===== config.mk =====
export PLATFORM = sky130hd
export DESIGN_NAME = adc_register_control
export DESIGN_NICKNAME = d
export VERILOG_FILES = /design/src/adc_register_control.v /design/src/conv_clock_divider.v
export VERILOG_INCLUDE_DIRS = /design/src
export SDC_FILE = /design/constraint.sdc
export NUM_CORES = 1
export LEC_CHECK = 0
export BUFFER_PORTS_ARGS = -buffer_cell sky130_fd_sc_hd__buf_2
export CORE_MARGIN = 2
export CORE_UTILIZATION = 40
export CTS_BUF_LIST = sky130_fd_sc_hd__clkbuf_8
export DETAILED_ROUTE_END_ITERATION = 10
export GPL_ROUTABILITY_DRIVEN = 0
export PLACE_DENSITY = 0.69
export SETUP_SLACK_MARGIN = 0.02
export SYNTH_ARGS = -nofsm -noshare
export SYNTH_HDL_FRONTEND = slang
export SYNTH_SLANG_ARGS = --single-unit

===== constraint.sdc =====
create_clock -name pclk -period 3.47 [get_ports pclk]
set_input_delay 0.347 -clock pclk [delete_from_list [all_inputs] [get_ports pclk]]
set_output_delay 0.347 -clock pclk [all_outputs]
set_load 0.01 [all_outputs]

===== src/adc_map.vh =====
// Purpose: Register map and constants for the converter register control block
// Assumes: APB byte addresses, one register per aligned 32-bit word
// Notes:   Offsets and status layout are local choices
`ifndef ADC_MAP_VH
`define ADC_MAP_VH

`define ADDR_RESULT_LOW      4'h0
`define ADDR_RESULT_HIGH     4'h4
`define ADDR_CONTROL         4'h8
`define ADDR_SOURCE_CLOCK    4'hC

`define ADDR_IRQ_STATUS      5'h10
`define ADDR_IRQ_MASK        5'h14

`define CTL_START_BIT        7
`define CTL_BUSY_BIT         6
`define CTL_ENABLE_BIT       5
`define CTL_ALIGN_BIT        4

`define CTL_RESET            8'h00
`define SRC_RESET            8'h00
`define CTL_WRITE_MASK       8'hB7
`define SRC_WRITE_MASK       8'hE7

`define CONV_CYCLES_DEFAULT  14

`endif


===== src/adc_register_control.v =====
// Purpose: Register control of a 12-bit converter behind an APB slave
// Assumes: Analog core returns sample on conv_data when sampled at completion
// Notes:   Pin routing outputs are registered, one cycle behind the fields
`timescale 1ns/10ps
`include "adc_map.vh"
module adc_register_control
#(
  parameter CHANNELS    = 8,
  parameter CONV_CYCLES = `CONV_CYCLES_DEFAULT
)
(
  input  wire        pclk,
  input  wire        presetn,
  input  wire        psel,
  input  wire        penable,
  input  wire        pwrite,
  input  wire [7:0]  paddr,
  input  wire [31:0] pwdata,
  output reg  [31:0] prdata,
  output reg         pready,
  output reg         pslverr,
  input  wire [11:0] conv_data,
  output reg         converter_power,
  output reg         ext_path_enable,
  output reg  [7:0]  analog_inputs,
  output reg  [2:0]  internal_source,
  output reg         sample_strobe,
  output reg         irq
);

  localparam ST_IDLE = 2'b00;
  localparam ST_CONV = 2'b01;
  localparam ST_DONE = 2'b10;

  reg  [7:0]  converter_control_reg;
  reg  [7:0]  source_and_clock_select_reg;
  reg  [7:0]  result_high_byte_reg;
  reg  [7:0]  result_low_byte_reg;
  reg         conversion_busy_reg;
  reg         start_seen_reg;
  reg  [1:0]  state_reg;
  reg  [7:0]  cycle_reg;
  reg         irq_status_reg;
  reg         irq_mask_reg;
  reg  [31:0] rdata_next;
  wire        conv_tick;
  wire        wr_access;
  wire        rd_access;
  wire        start_fire;
  wire        done_event;
  wire        converter_enable;
  wire        result_alignment;
  wire [2:0]  channel_select;
  wire [2:0]  input_source_select;
  wire [2:0]  conversion_clock_select;

  assign wr_access = psel & penable & pwrite & pready;
  assign rd_access = psel & penable & ~pwrite & pready;
  assign converter_enable        = converter_control_reg[`CTL_ENABLE_BIT];
  assign result_alignment        = converter_control_reg[`CTL_ALIGN_BIT];
  assign channel_select          = converter_control_reg[2:0];
  assign input_source_select     = source_and_clock_select_reg[7:5];
  assign conversion_clock_select = source_and_clock_select_reg[2:0];

  // Source decode, used for path enable and internal selection
  function is_external;
    input [2:0] src;
    begin
      is_external = (src[1:0] == 2'b00);
    end
  endfunction

  // Channel decode; four-channel part leaves undefined codes unrouted
  function [7:0] channel_onehot;
    input [2:0] code;
    input       four_only;
    begin
      channel_onehot = 8'h01 << code;
      if (four_only && (code == 3'h1 || code == 3'h3 || code == 3'h4 || code == 3'h5))
        channel_onehot = 8'h00;
    end
  endfunction

  // Start bit falling while set earlier forms the start pulse
  // Full address match, so an alias of the low nibble never starts a conversion
  assign start_fire = wr_access && (paddr == {4'h0, `ADDR_CONTROL}) && start_seen_reg
                      && !pwdata[`CTL_START_BIT];
  assign done_event = (state_reg == ST_DONE);

  conv_clock_divider u_div
  (
    .pclk    (pclk),
    .presetn (presetn),
    .run     (state_reg == ST_CONV),
    .code    (conversion_clock_select),
    .tick    (conv_tick)
  );

  always @(posedge pclk or negedge presetn)
  begin
    if (!presetn)
    begin
      converter_control_reg       <= `CTL_RESET;
      source_and_clock_select_reg <= `SRC_RESET;
      start_seen_reg              <= 1'b0;
      irq_mask_reg                <= 1'b0;
    end
    else if (wr_access)
    begin
      if (paddr == {4'h0, `ADDR_CONTROL})
      begin
        // busy and bit 3 not writable
        converter_control_reg <= pwdata[7:0] & `CTL_WRITE_MASK;
        start_seen_reg <= pwdata[`CTL_START_BIT] & ~converter_control_reg[`CTL_START_BIT]
                          | (start_seen_reg & pwdata[`CTL_START_BIT]);
      end
      if (paddr == {4'h0, `ADDR_SOURCE_CLOCK})
        // bits 4 and 3 stay zero
        source_and_clock_select_reg <= pwdata[7:0] & `SRC_WRITE_MASK;
      if (paddr == {3'h0, `ADDR_IRQ_MASK})
        irq_mask_reg <= pwdata[0];
    end
  end

  // Conversion sequencer
  always @(posedge pclk or negedge presetn)
  begin
    if (!presetn)
    begin
      state_reg            <= ST_IDLE;
      cycle_reg            <= 8'h00;
      conversion_busy_reg  <= 1'b0;
      result_high_byte_reg <= 8'h00;
      result_low_byte_reg  <= 8'h00;
      sample_strobe        <= 1'b0;
    end
    else
    begin
      sample_strobe <= 1'b0;
      case (state_reg)
        ST_IDLE:
        begin
          // start needs enable and an idle converter
          if (start_fire && converter_enable)
          begin
            conversion_busy_reg <= 1'b1;
            cycle_reg           <= 8'h00;
            state_reg           <= ST_CONV;
          end
        end
        ST_CONV:
        begin
          if (!converter_enable)
          begin
            conversion_busy_reg <= 1'b0;
            state_reg           <= ST_IDLE;
          end
          else if (conv_tick)
          begin
            if (cycle_reg == CONV_CYCLES - 1)
            begin
              sample_strobe <= 1'b1;
              state_reg     <= ST_DONE;
            end
            cycle_reg <= cycle_reg + 8'h01;
          end
        end
        ST_DONE:
        begin
          if (converter_enable)
          begin
            if (result_alignment)
            begin
              result_high_byte_reg <= {4'h0, conv_data[11:8]};
              result_low_byte_reg  <= conv_data[7:0];
            end
            else
            begin
              result_high_byte_reg <= conv_data[11:4];
              result_low_byte_reg  <= {conv_data[3:0], 4'h0};
            end
          end
          conversion_busy_reg <= 1'b0;
          state_reg           <= ST_IDLE;
        end
        default:
          state_reg <= ST_IDLE;
      endcase
    end
  end

  // Status is sticky; a read clears it but a same-cycle completion wins
  always @(posedge pclk or negedge presetn)
  begin
    if (!presetn)
      irq_status_reg <= 1'b0;
    else if (done_event)
      irq_status_reg <= 1'b1;
    else if (rd_access && paddr == {3'h0, `ADDR_IRQ_STATUS})
      irq_status_reg <= 1'b0;
  end

  // Analog side control and routing
  always @(posedge pclk or negedge presetn)
  begin
    if (!presetn)
    begin
      converter_power <= 1'b0;
      ext_path_enable <= 1'b0;
      analog_inputs   <= 8'h00;
      internal_source <= 3'h0;
      irq             <= 1'b0;
    end
    else
    begin
      converter_power <= converter_enable;
      // external path only for 000 and 100
      ext_path_enable <= converter_enable & is_external(input_source_select);
      // selected pin set analog, digital and pull-up off
      analog_inputs   <= is_external(input_source_select) ?
                         channel_onehot(channel_select, CHANNELS == 4) : 8'h00;
      // internal source code, zero when external
      internal_source <= is_external(input_source_select) ? 3'h0 : input_source_select;
      irq             <= (irq_status_reg | done_event) & irq_mask_reg;
    end
  end

  // APB read mux
  always @*
  begin
    rdata_next = 32'h0000_0000;
    case (paddr)
      {4'h0, `ADDR_RESULT_LOW}:   rdata_next = {24'h000000, result_low_byte_reg};
      {4'h0, `ADDR_RESULT_HIGH}:  rdata_next = {24'h000000, result_high_byte_reg};
      {4'h0, `ADDR_CONTROL}:      rdata_next = {24'h000000, converter_control_reg[7],
                                                conversion_busy_reg,
                                                converter_control_reg[5:0]};
      {4'h0, `ADDR_SOURCE_CLOCK}: rdata_next = {24'h000000, source_and_clock_select_reg};
      {3'h0, `ADDR_IRQ_STATUS}:   rdata_next = {31'h00000000, irq_status_reg};
      {3'h0, `ADDR_IRQ_MASK}:     rdata_next = {31'h00000000, irq_mask_reg};
      default:                    rdata_next = 32'h0000_0000;
    endcase
  end

  // No wait state: pready rises in the first access cycle
  always @(posedge pclk or negedge presetn)
  begin
    if (!presetn)
    begin
      pready  <= 1'b0;
      prdata  <= 32'h0000_0000;
      pslverr <= 1'b0;
    end
    else if (psel && !penable)
    begin
      pready  <= 1'b1;
      prdata  <= rdata_next;
      pslverr <= (paddr > {3'h0, `ADDR_IRQ_MASK}) || (paddr[1:0] != 2'b00);
    end
    else
    begin
      pready  <= 1'b0;
      pslverr <= 1'b0;
    end
  end

endmodule // adc_register_control


===== src/conv_clock_divider.v =====
// Purpose: Conversion clock tick generator, system clock divided by 2**code
// Assumes: Runs on pclk, one tick pulse per conversion clock period
// Notes:   Counter restarts whenever run is low so the first tick is aligned
`timescale 1ns/10ps
module conv_clock_divider
(
  input  wire       pclk,
  input  wire       presetn,
  input  wire       run,
  input  wire [2:0] code,
  output reg        tick
);

  reg  [6:0] count_reg;
  wire [6:0] limit;

  // Divide ratio minus one
  assign limit = (7'h01 << code) - 7'h01;

  always @(posedge pclk or negedge presetn)
  begin
    if (!presetn)
    begin
      count_reg <= 7'h00;
      tick      <= 1'b0;
    end
    else if (!run)
    begin
      count_reg <= 7'h00;
      tick      <= 1'b0;
    end
    else if (count_reg >= limit)
    begin
      count_reg <= 7'h00;
      tick      <= 1'b1;
    end
    else
    begin
      count_reg <= count_reg + 7'h01;
      tick      <= 1'b0;
    end
  end

endmodule // conv_clock_divider

==> results of run 1 <==
[stage by stage]
stage | instance area, sq um | cells
4_1_cts | 4358 | 568
3_3_place_gp | 4187 | 552
6_report | 4358 | 568
2_1_floorplan | 3994 | 405
5_1_grt | 4358 | 568
3_5_place_dp | 4187 | 552
[kinds of logic (layout without fill, tap and decap cells)]
group / Yosys count / in the layout / synth area share
AO/OA/AOI/OAI: 55 / 55 / 0.08870
XOR/XNOR: 6 / 6 / 0.01345
AND/OR/NAND/NOR: 147 / 147 / 0.1921
adder cells (fa/ha/maj): 15 / 15 / 0.04803
other: 1 / 24 / 0.0009597
buffers and inverters: 54 / 84 / 0.07909
flip-flops: 75 / 75 / 0.4803
multiplexers: 29 / 29 / 0.09734
[layer usage]
metal  up-vias  GRT usage  wire length (um)
met5         -          0                 0
met4         0    0.06073               130
met3        10    0.02644               320
met2        65     0.2167              3487
met1      1369     0.2263              3762
li1       1374          -                 -
[synthesized netlist by cell type, types with 2 or more instances]
cell type	instances	share of area
a21o_1	5	0.0096
a21oi_1	8	0.010
and2_1	4	0.0064
and3_1	3	0.0048
buf_4	24	0.046
buf_6	2	0.0058
clkbuf_1	17	0.016
dfrtp_1	75	0.48
ha_1	15	0.048
inv_1	9	0.0086
mux2_2	13	0.037
mux2i_1	11	0.028
mux4_1	3	0.020
mux4_2	2	0.012
nand2_1	51	0.049
nand2b_1	11	0.018
nand3_1	22	0.028
nand3b_1	7	0.013
nand4_1	4	0.0064
nor2_1	23	0.022
nor2b_1	3	0.0048
nor3_1	6	0.0077
o211ai_1	3	0.0058
o21a_1	4	0.0077
o21ai_0	19	0.024
o21ai_1	6	0.0077
o311ai_1	3	0.0067
or3_1	3	0.0048
xnor2_1	4	0.0090
xor2_1	2	0.0045
[worst min-delay path by stage]
| stage | end | cells after the start |
|---|---|---|
| detailed placement | prdata[4] | 2 |
| finish | pslverr | 1 |
| global placement | result_high_byte_reg[5] | 2 |
| global route | pready | 1 |
| floorplan | analog_inputs[0] | 0 |
| CTS | pslverr | 1 |
[area by class of cell]
type                    instances  area share
flip-flops and latches         75      0.4307
repair buffers                 58     0.06833
clock inverters                 6    0.007752
clock buffers                  10     0.03158
multi-input cells             276      0.4149
inverters                      10    0.008613
well taps                     133     0.03819
[power groups by stage]
stage               Clock (uW)  Sequential [uW]  Combinational (uW)
global placement             0              921                 155
global route               653              908                 183
finish                     593              906                 158
CTS                        609              905                 161
floorplan                    0              919                 121
detailed placement           0              922                 161
[worst max-delay path, stage by stage, from the launching register on]
cell,delay [ps]
dfrtp_1,480
or3_1,430
ha_1,280
nor3_1,210
a21oi_1,60
o21a_1,180
ha_1,280
a21o_1,160
a21o_1,170
a21oi_1,160
o211ai_1,260
nor2_1,210
==> metrics.txt, run 1 <==
element type at the critical path end flip-flop; Net Switching 437.2 uW; Worst-Skew Late Latency 350 ps; Reg2Reg Launch Point source_and_clock_select_reg[2]; Place WS 523.0 ps; layout cells sized above 1 0.2138; Setup TNS 0 ps; number of synthesized flops with an enable pin 0; nets@finish about 500; status finished clean; multi-input combinational cell area 1808 sq um; area of the die 10580 sq um; Slew HR 0.3791; clock buffer depth 2; Synth warnings 0; PortBufs 56; Worst Path Max Fanout 10; R2R Path End u_div.count_reg[6]; post-synthesis sequential area ratio 0.4803; Core Region between 9000 and 10000 sq um; post-route ant nets 0; Die Width about 100 um; Clock Power Share 0.358; mapped cell area around 3900 sq um; # rows 36; critical path endpoint u_div.count_reg[6]; # hold bufs at CTS 0; CTS buffer count 9; Main synth FF type dfrtp_1; register bit count reported by yosys 75; CTS tree built; worst hold slack 119.4 ps; Hold Path Class in2async; buffer count from post-CTS setup fixing 0; Area growth syn-to-layout 11.53%; vias in the first global route roughly 2600; Pwr Density 380.3 nW/um^2; Final Power between 1500 and 2000 uW; switching share of power 0.2637; first-pass GRT wire length 12480 um; Layout Utilization 0.4521; Sink Count between 70 and 80; initial drt markers 94; syn_area_per_cell between 10 and 15 sq um; FF-to-FF path depth 11; R2R Setup Slk 530 ps; fin. max-slew vios 0; fmax 0.3404 GHz; most frequent cells in the layout dfrtp_1, buf_2, nand2_1; clk_skew 9.686 ps; Post-Synthesis Cells 382; clk slew on worst S/H paths around 80 ps; Crit Path Class reg2reg; CTS HTree Levels 3; leakage power 0.002084 uW; Distinct cells, synth 50; final wirelength 7700 um; Final Hold Violating Endpoints 0; pin count of the biggest net entering global routing 76; GR Util All Layers 0.1511; maximum vdd drop 145.2 uV; unrepaired setup endpoints after global routing false; internal power 1220 uW; CP required 3740 ps; FF/Latch Area 1877 sq um; vias per inst 4.961; max_cap viols 0; dpl hpwl 5546 um; CTS resizes 0; share of power burned in registers 0.546; TritonRoute pass-1 iters 4; Critical Path Source source_and_clock_select_reg[2]; crit path DAT 3210 ps; vias ~2800; fin crit share 0.8467; routed length per instance 13.56 um; initial core utilization 0.4054; antenna violations before repair 0; final-layout fill cell count 933; DRC 0; commonest non-fill, non-tap cell in the layout dfrtp_1; Async SR Flop Fraction 1.000; startpoint types flip-flop; Logic pwr share 0.096; clock root buffer master clkbuf_8; final worst slack 532.0 ps; fin crit period 2938 ps; IO Pins 106; diode count 0; Die Y approximately 100 um; actual slew at the worst max-slew pin 931.4 ps; Final setup viols 0; GR Overflow Total 0
No activity file was read; power rests on OpenSTA's default activity.
==> inputs of run 2 (changes only) <==
--- a/config.mk
+++ b/config.mk
@@ -6,13 +6,14 @@
 export SDC_FILE = /design/constraint.sdc
 export NUM_CORES = 1
 export LEC_CHECK = 0
+export ABC_AREA = 1
 export BUFFER_PORTS_ARGS = -buffer_cell sky130_fd_sc_hd__buf_2
 export CORE_MARGIN = 2
 export CORE_UTILIZATION = 40
 export CTS_BUF_LIST = sky130_fd_sc_hd__clkbuf_8
 export DETAILED_ROUTE_END_ITERATION = 10
 export GPL_ROUTABILITY_DRIVEN = 0
-export PLACE_DENSITY = 0.69
+export PLACE_DENSITY = 0.71
 export SETUP_SLACK_MARGIN = 0.02
 export SYNTH_ARGS = -nofsm -noshare
 export SYNTH_HDL_FRONTEND = slang
==> constraint.sdc (replaced) <==
create_clock -name pclk -period 2.44 [get_ports pclk]
set_input_delay 0.244 -clock pclk [delete_from_list [all_inputs] [get_ports pclk]]
set_output_delay 0.244 -clock pclk [all_outputs]
set_load 0.01 [all_outputs]
==> metrics.txt, run 2 <==
busiest grt layer met2; most common cell in the netlist nand2_1; Area growth syn-to-layout 13.70%; IO Pins between 100 and 150; Sink Count between 70 and 80; final wirelength 8182 um; PortBufs 56; Main synth FF type dfrtp_1; actual slew at the worst max-slew pin a little over 900 ps; Setup TNS 0 ps; # rows 36; Synth warnings 0; Core Region between 9000 and 10000 sq um; vias 3266; commonest non-fill, non-tap cell in the layout nand2_1; nets@finish 634; top cells by area, synth dfrtp_1, nand2_1, nor2_1, ha_1, nand3_1; vias per inst 4.666; final cell count without fillers 700; clk slew on worst S/H paths roughly 70 ps; met2 Track Usage GR 0.2616; worst hold slack 33.60 ps; Die Width 103.8 um; area of the die 10770 sq um; dpl hpwl 6016 um; status finished clean; register bit count reported by yosys 75; Worst Path Max Fanout 5; CP required 2720 ps; met3 Resource Use GR 0.03902; startpoint types flip-flop; clock root buffer master clkbuf_8; Pwr Density 596.3 nW/um^2; Hold Path Class in2async; routed length per instance 11.69 um; Post-Synthesis Cells 500; Crit Path Class reg2reg; syn_area_per_cell 7.965 sq um; layout cells sized above 1 0.1817; CTS HTree Levels 3; DRC 0; Worst-Skew Late Latency 360 ps; initial drt markers approximately 160; final-layout fill cell count 969; maximum vdd drop 300.7 uV; fin crit period 2173 ps; element type at the critical path end flip-flop; clk_skew ~8.7 ps; pin count of the biggest net entering global routing 76; crit path DAT 2460 ps; vias in the first global route 2986; Final setup viols 0; met1 GRT Util 0.1983; most frequent cells in the layout nand2_1, dfrtp_1, nor2_1, buf_2, inv_1; Distinct cells, synth 33; initial core utilization 0.4093; synth cell count leaders nand2_1, dfrtp_1, nor2_1, inv_1, nand3_1; first-pass GRT wire length between 10000 and 15000 um; FF/Latch Area 1878 sq um; Slew HR 0.3795; fin crit share 0.8906; GR Util All Layers 0.1581; GR Overflow Total 0; fin. max-slew vios 0; post-synthesis sequential area ratio 0.4713; Place WS -17.86 ps; Die Y 103.8 um; unrepaired setup endpoints after global routing false; post-route ant nets 0; fmax between 0.4 and 0.5 GHz; Async SR Flop Fraction 1.000; diode count 0; CTS tree built; post-synth top area share 0.4713; clock buffer depth 2; TritonRoute pass-1 iters 4; final worst slack about 270 ps; CTS buffer count 9; leakage power 0.002453 uW; number of synthesized flops with an enable pin 0; multi-input combinational cell area about 1800 sq um; mapped cell area ~4000 sq um; Final Hold Violating Endpoints 0; antenna violations before repair 0; dpl cells 680; max_cap viols 0; largest area contributor in the netlist dfrtp_1
==> run 2: final timing paths <==
kind / start / end / slack [ps] / cells after the start
max: source_and_clock_select_reg[1] / u_div.count_reg[1] / 270 / 11
max in group asynchronous: presetn / source_and_clock_select_reg[1] / 1780 / 1
min in group pclk: pwdata[4] / converter_control_reg[4] / 110 / 3
max reg2reg: source_and_clock_select_reg[1] / u_div.count_reg[1] / 270 / 11
min: presetn / converter_control_reg[2] / 30 / 1
min reg2reg: prdata[2] / prdata[2] / 470 / 2
==> run 2: area by class of cell <==
type / count / share of cell area
clock buffer: 10 / 0.03040
timing repair buffer: 64 / 0.07571
tap: 133 / 0.03675
inverter: 53 / 0.04393
multi-input combinational: 359 / 0.3910
sequential: 75 / 0.4148
clock inverter: 6 / 0.007461
==> run 2: logic make-up after synthesis <==
| group | after synthesis | share of synthesized area |
|---|---|---|
| other cells | 1 | 0.0009416 |
| simple gates | 247 | 0.2677 |
| fa+ha+maj | 15 | 0.04713 |
| buf+inv | 89 | 0.1096 |
| flops | 75 | 0.4713 |
| compound gates | 67 | 0.09017 |
| xor+xnor | 6 | 0.01319 |
==> run 2: per-stage QoR <==
stage | total power, uW | cell area, sq um | util
detailed placement | 1870 | 4310 | 0.4430
finish | 2700 | 4528 | 0.4654
global route | 2869 | 4528 | 0.4654
CTS | 2734 | 4497 | 0.4622
global placement | 1851 | 4310 | 0.4430
floorplan | 1754 | 4069 | -
==> run 2: metal layers <==
layer / vias up / wire length, um
li1: 1676 / -
met1: 1499 / 3646
met2: 77 / 3950
met3: 14 / 409
met4: 0 / 175
met5: - / 0
==> run 2: power by group <==
part / switching [uW] / internal, uW / leakage (uW)
logic: 338 / 167 / 0.00147
registers: 62.6 / 1300 / 0.000892
clock network: 445 / 387 / 0.0000946
==> run 2: worst max-delay path: stages (launching register included) <==
cell and delay [ps]:
dfrtp_2 440, nor2_2 150, nand2_2 70, ha_2 200, xor2_1 170, ha_1 310
a21oi_1 180, nand2_1 80, nand2_1 80, nand4_1 150, buf_4 190, nor2_1 80
==> run 2: timing repair <==
item	4_1_cts	5_1_grt
setup endpoints to repair	2	8
hold buffers	0	0
setup buffers	2	2
pin swaps	0	1
resized for setup	0	9
==> inputs of run 3 (changes only) <==
--- a/config.mk
+++ b/config.mk
@@ -17,4 +17,5 @@
 export SETUP_SLACK_MARGIN = 0.02
 export SYNTH_ARGS = -nofsm -noshare
 export SYNTH_HDL_FRONTEND = slang
+export SYNTH_HIERARCHICAL = 1
 export SYNTH_SLANG_ARGS = --single-unit
==> metrics.txt, run 3 <==
status finished clean; synth cell count leaders nand2_1, dfrtp_1, inv_1, nor2_1, o21ai_0; # rows 36; Hold Path Class in2reg; area of the die around 11000 sq um; unrepaired setup endpoints after global routing false; internal power 2216 uW; GR Util All Layers 0.1594; top cells by area, synth dfrtp_1, nand2_1, inv_1, buf_4, o21ai_0; largest area contributor in the netlist dfrtp_1; Async SR Flop Fraction 1.000; Distinct cells, synth 33; Main synth FF type dfrtp_1; Reg2Reg Launch Point state_reg[1]; fin. max-slew vios 0; antenna violations before repair 0; Buf/Inv on CP 1; R2R Setup Slk 650 ps; GR Overflow Total 0; Core Region 9774 sq um; worst hold path cell count 3; clock root buffer master clkbuf_8; TritonRoute pass-1 iters 4; final-layout fill cell count 964; Clock Power Share 0.414; fin crit period 1787 ps; share of power burned in registers 0.439; number of synthesized flops with an enable pin 0; crit path DAT 2020 ps; dpl cells 678; post-route ant nets 0; post-synth top area share 0.4669; layout cells sized above 1 0.1818; cell family with most CP delay simple AND/OR/NAND/NOR gates; syn_area_per_cell 8.040 sq um; nets@finish roughly 630; vias 3257; most common cell in the netlist nand2_1; met3 Resource Use GR 0.03634; clk slew on worst S/H paths roughly 80 ps; Final setup viols 0; Net Switching 803.4 uW; Critical Path Source state_reg[1]; leakage power 0.002468 uW; clock buffer depth 2; Final Hold Violating Endpoints 0; CTS tree built; max_cap viols 0; Final Power 3019 uW; clk_skew ~10 ps; final wirelength 8058 um; startpoint types flip-flop; fmax 0.5597 GHz; Die Y 104.3 um; CP required 2670 ps; mapped cell area 4020 sq um; buffer count from post-CTS setup fixing 0; R2R Path End cycle_reg[0]; Die Width around 100 um; FF-to-FF path depth 7; PortBufs 56; CTS buffer count 9; maximum vdd drop about 270 uV; post-synthesis sequential area ratio 0.4669; switching share of power 0.2661; worst hold slack roughly 110 ps; vias in the first global route 3065; Crit. path cell count 7; Largest stage delay, worst path roughly 400 ps; Synth warnings 6; Worst Path Max Fanout 16; initial drt markers 169; dpl hpwl between 5000 and 6000 um; Worst-Skew Late Latency 350 ps; busiest grt layer met2; IO Pins 106; routed length per instance roughly 12 um; register bit count reported by yosys 75; Crit-path slowest cell dfrtp_1; CTS HTree Levels 3; diode count 0; Crit Path Class reg2reg; element type at the critical path end flip-flop; Post-Synthesis Cells 500; Pwr Density 656.4 nW/um^2; Sink Count 75; commonest non-fill, non-tap cell in the layout nand2_1; pin count of the biggest net entering global routing 76; sequence of cells on the critical path inv_1 > ha_1 > nand2_1 > o22ai_1 > nand2_4 > nand2_1 > o21ai_2; met2 Track Usage GR 0.2683; vias per inst 4.693; Area growth syn-to-layout 14.41%; Setup TNS 0 ps; fin crit share 0.7322; DRC 0; first-pass GRT wire length 14010 um; met1 GRT Util 0.1973; CP most frequent cell nand2_1; Logic pwr share 0.147; critical path endpoint cycle_reg[0]; most frequent cells in the layout nand2_1, dfrtp_1, inv_1; final cell count without fillers 694; initial core utilization 0.4113
## run 3: worst min path at each step
stage	start	end	slack (ps)
after floorplan	presetn	analog_inputs[0]	-50
after global placement	presetn	analog_inputs[4]	310
after detailed placement	presetn	analog_inputs[6]	320
after CTS	pwdata[4]	converter_control_reg[4]	110
after global routing	pwdata[4]	converter_control_reg[4]	110
final	pwdata[4]	converter_control_reg[4]	110
## run 3: repair_timing
action	in CTS	in global routing
hold endpoints to repair	75	0
resized for setup	0	0
hold buffers	1	0
## run 3: final cells by class
cell class	count	area, sq um	share of cell area
clock buffer	9	123.9	0.02693
tap	133	166.4	0.03618
sequential	75	1877	0.4081
multi-input combinational	351	1744	0.3792
timing repair buffer	60	325.3	0.07073
clock inverter	6	137.6	0.02992
inverter	60	225.2	0.04897
## run 3: kinds of logic (layout without fill, tap and decap cells)
logic type	Yosys count	count (layout)	synth area share
buffers and inverters	97	135	0.1208
DFF	75	75	0.4669
xor gates and xnor gates	2	2	0.004358
AOI/OAI and AO/OA	75	75	0.1052
adders and majority gates	13	13	0.04046
other	1	24	0.0009328
and+or+nand+nor	237	237	0.2614
## run 3: worst min-delay path, cell delays in order
cell     delay [ps]
buf_2            80
nand2_1          40
o21ai_0          50
## run 3: layer usage
layer | routed length [um] | part of all wire | vias up
li1 | - | - | 1652
met1 | 3626 | 0.45 | 1509
met2 | 3899 | 0.48 | 79
met3 | 311 | 0.039 | 17
met4 | 221 | 0.027 | 0
met5 | 0 | 0 | -
## run 3: through the flow
stage | util | cell area [sq um] | setup slack, ps
after global placement | 0.4428 | 4328 | 699.5
after CTS | 0.4706 | 4599 | 628.5
after global routing | 0.4706 | 4599 | 420.5
final | 0.4706 | 4599 | 653.4
after floorplan | - | 4106 | 907.5
after detailed placement | 0.4428 | 4328 | 645.9
## run 3: power groups by stage
stage,registers (uW),clock network (uW),logic (uW)
floorplan,1340,0,378
global placement,1350,0,425
detailed placement,1350,0,440
CTS,1330,1280,449
global route,1330,1320,514
finish,1330,1250,443
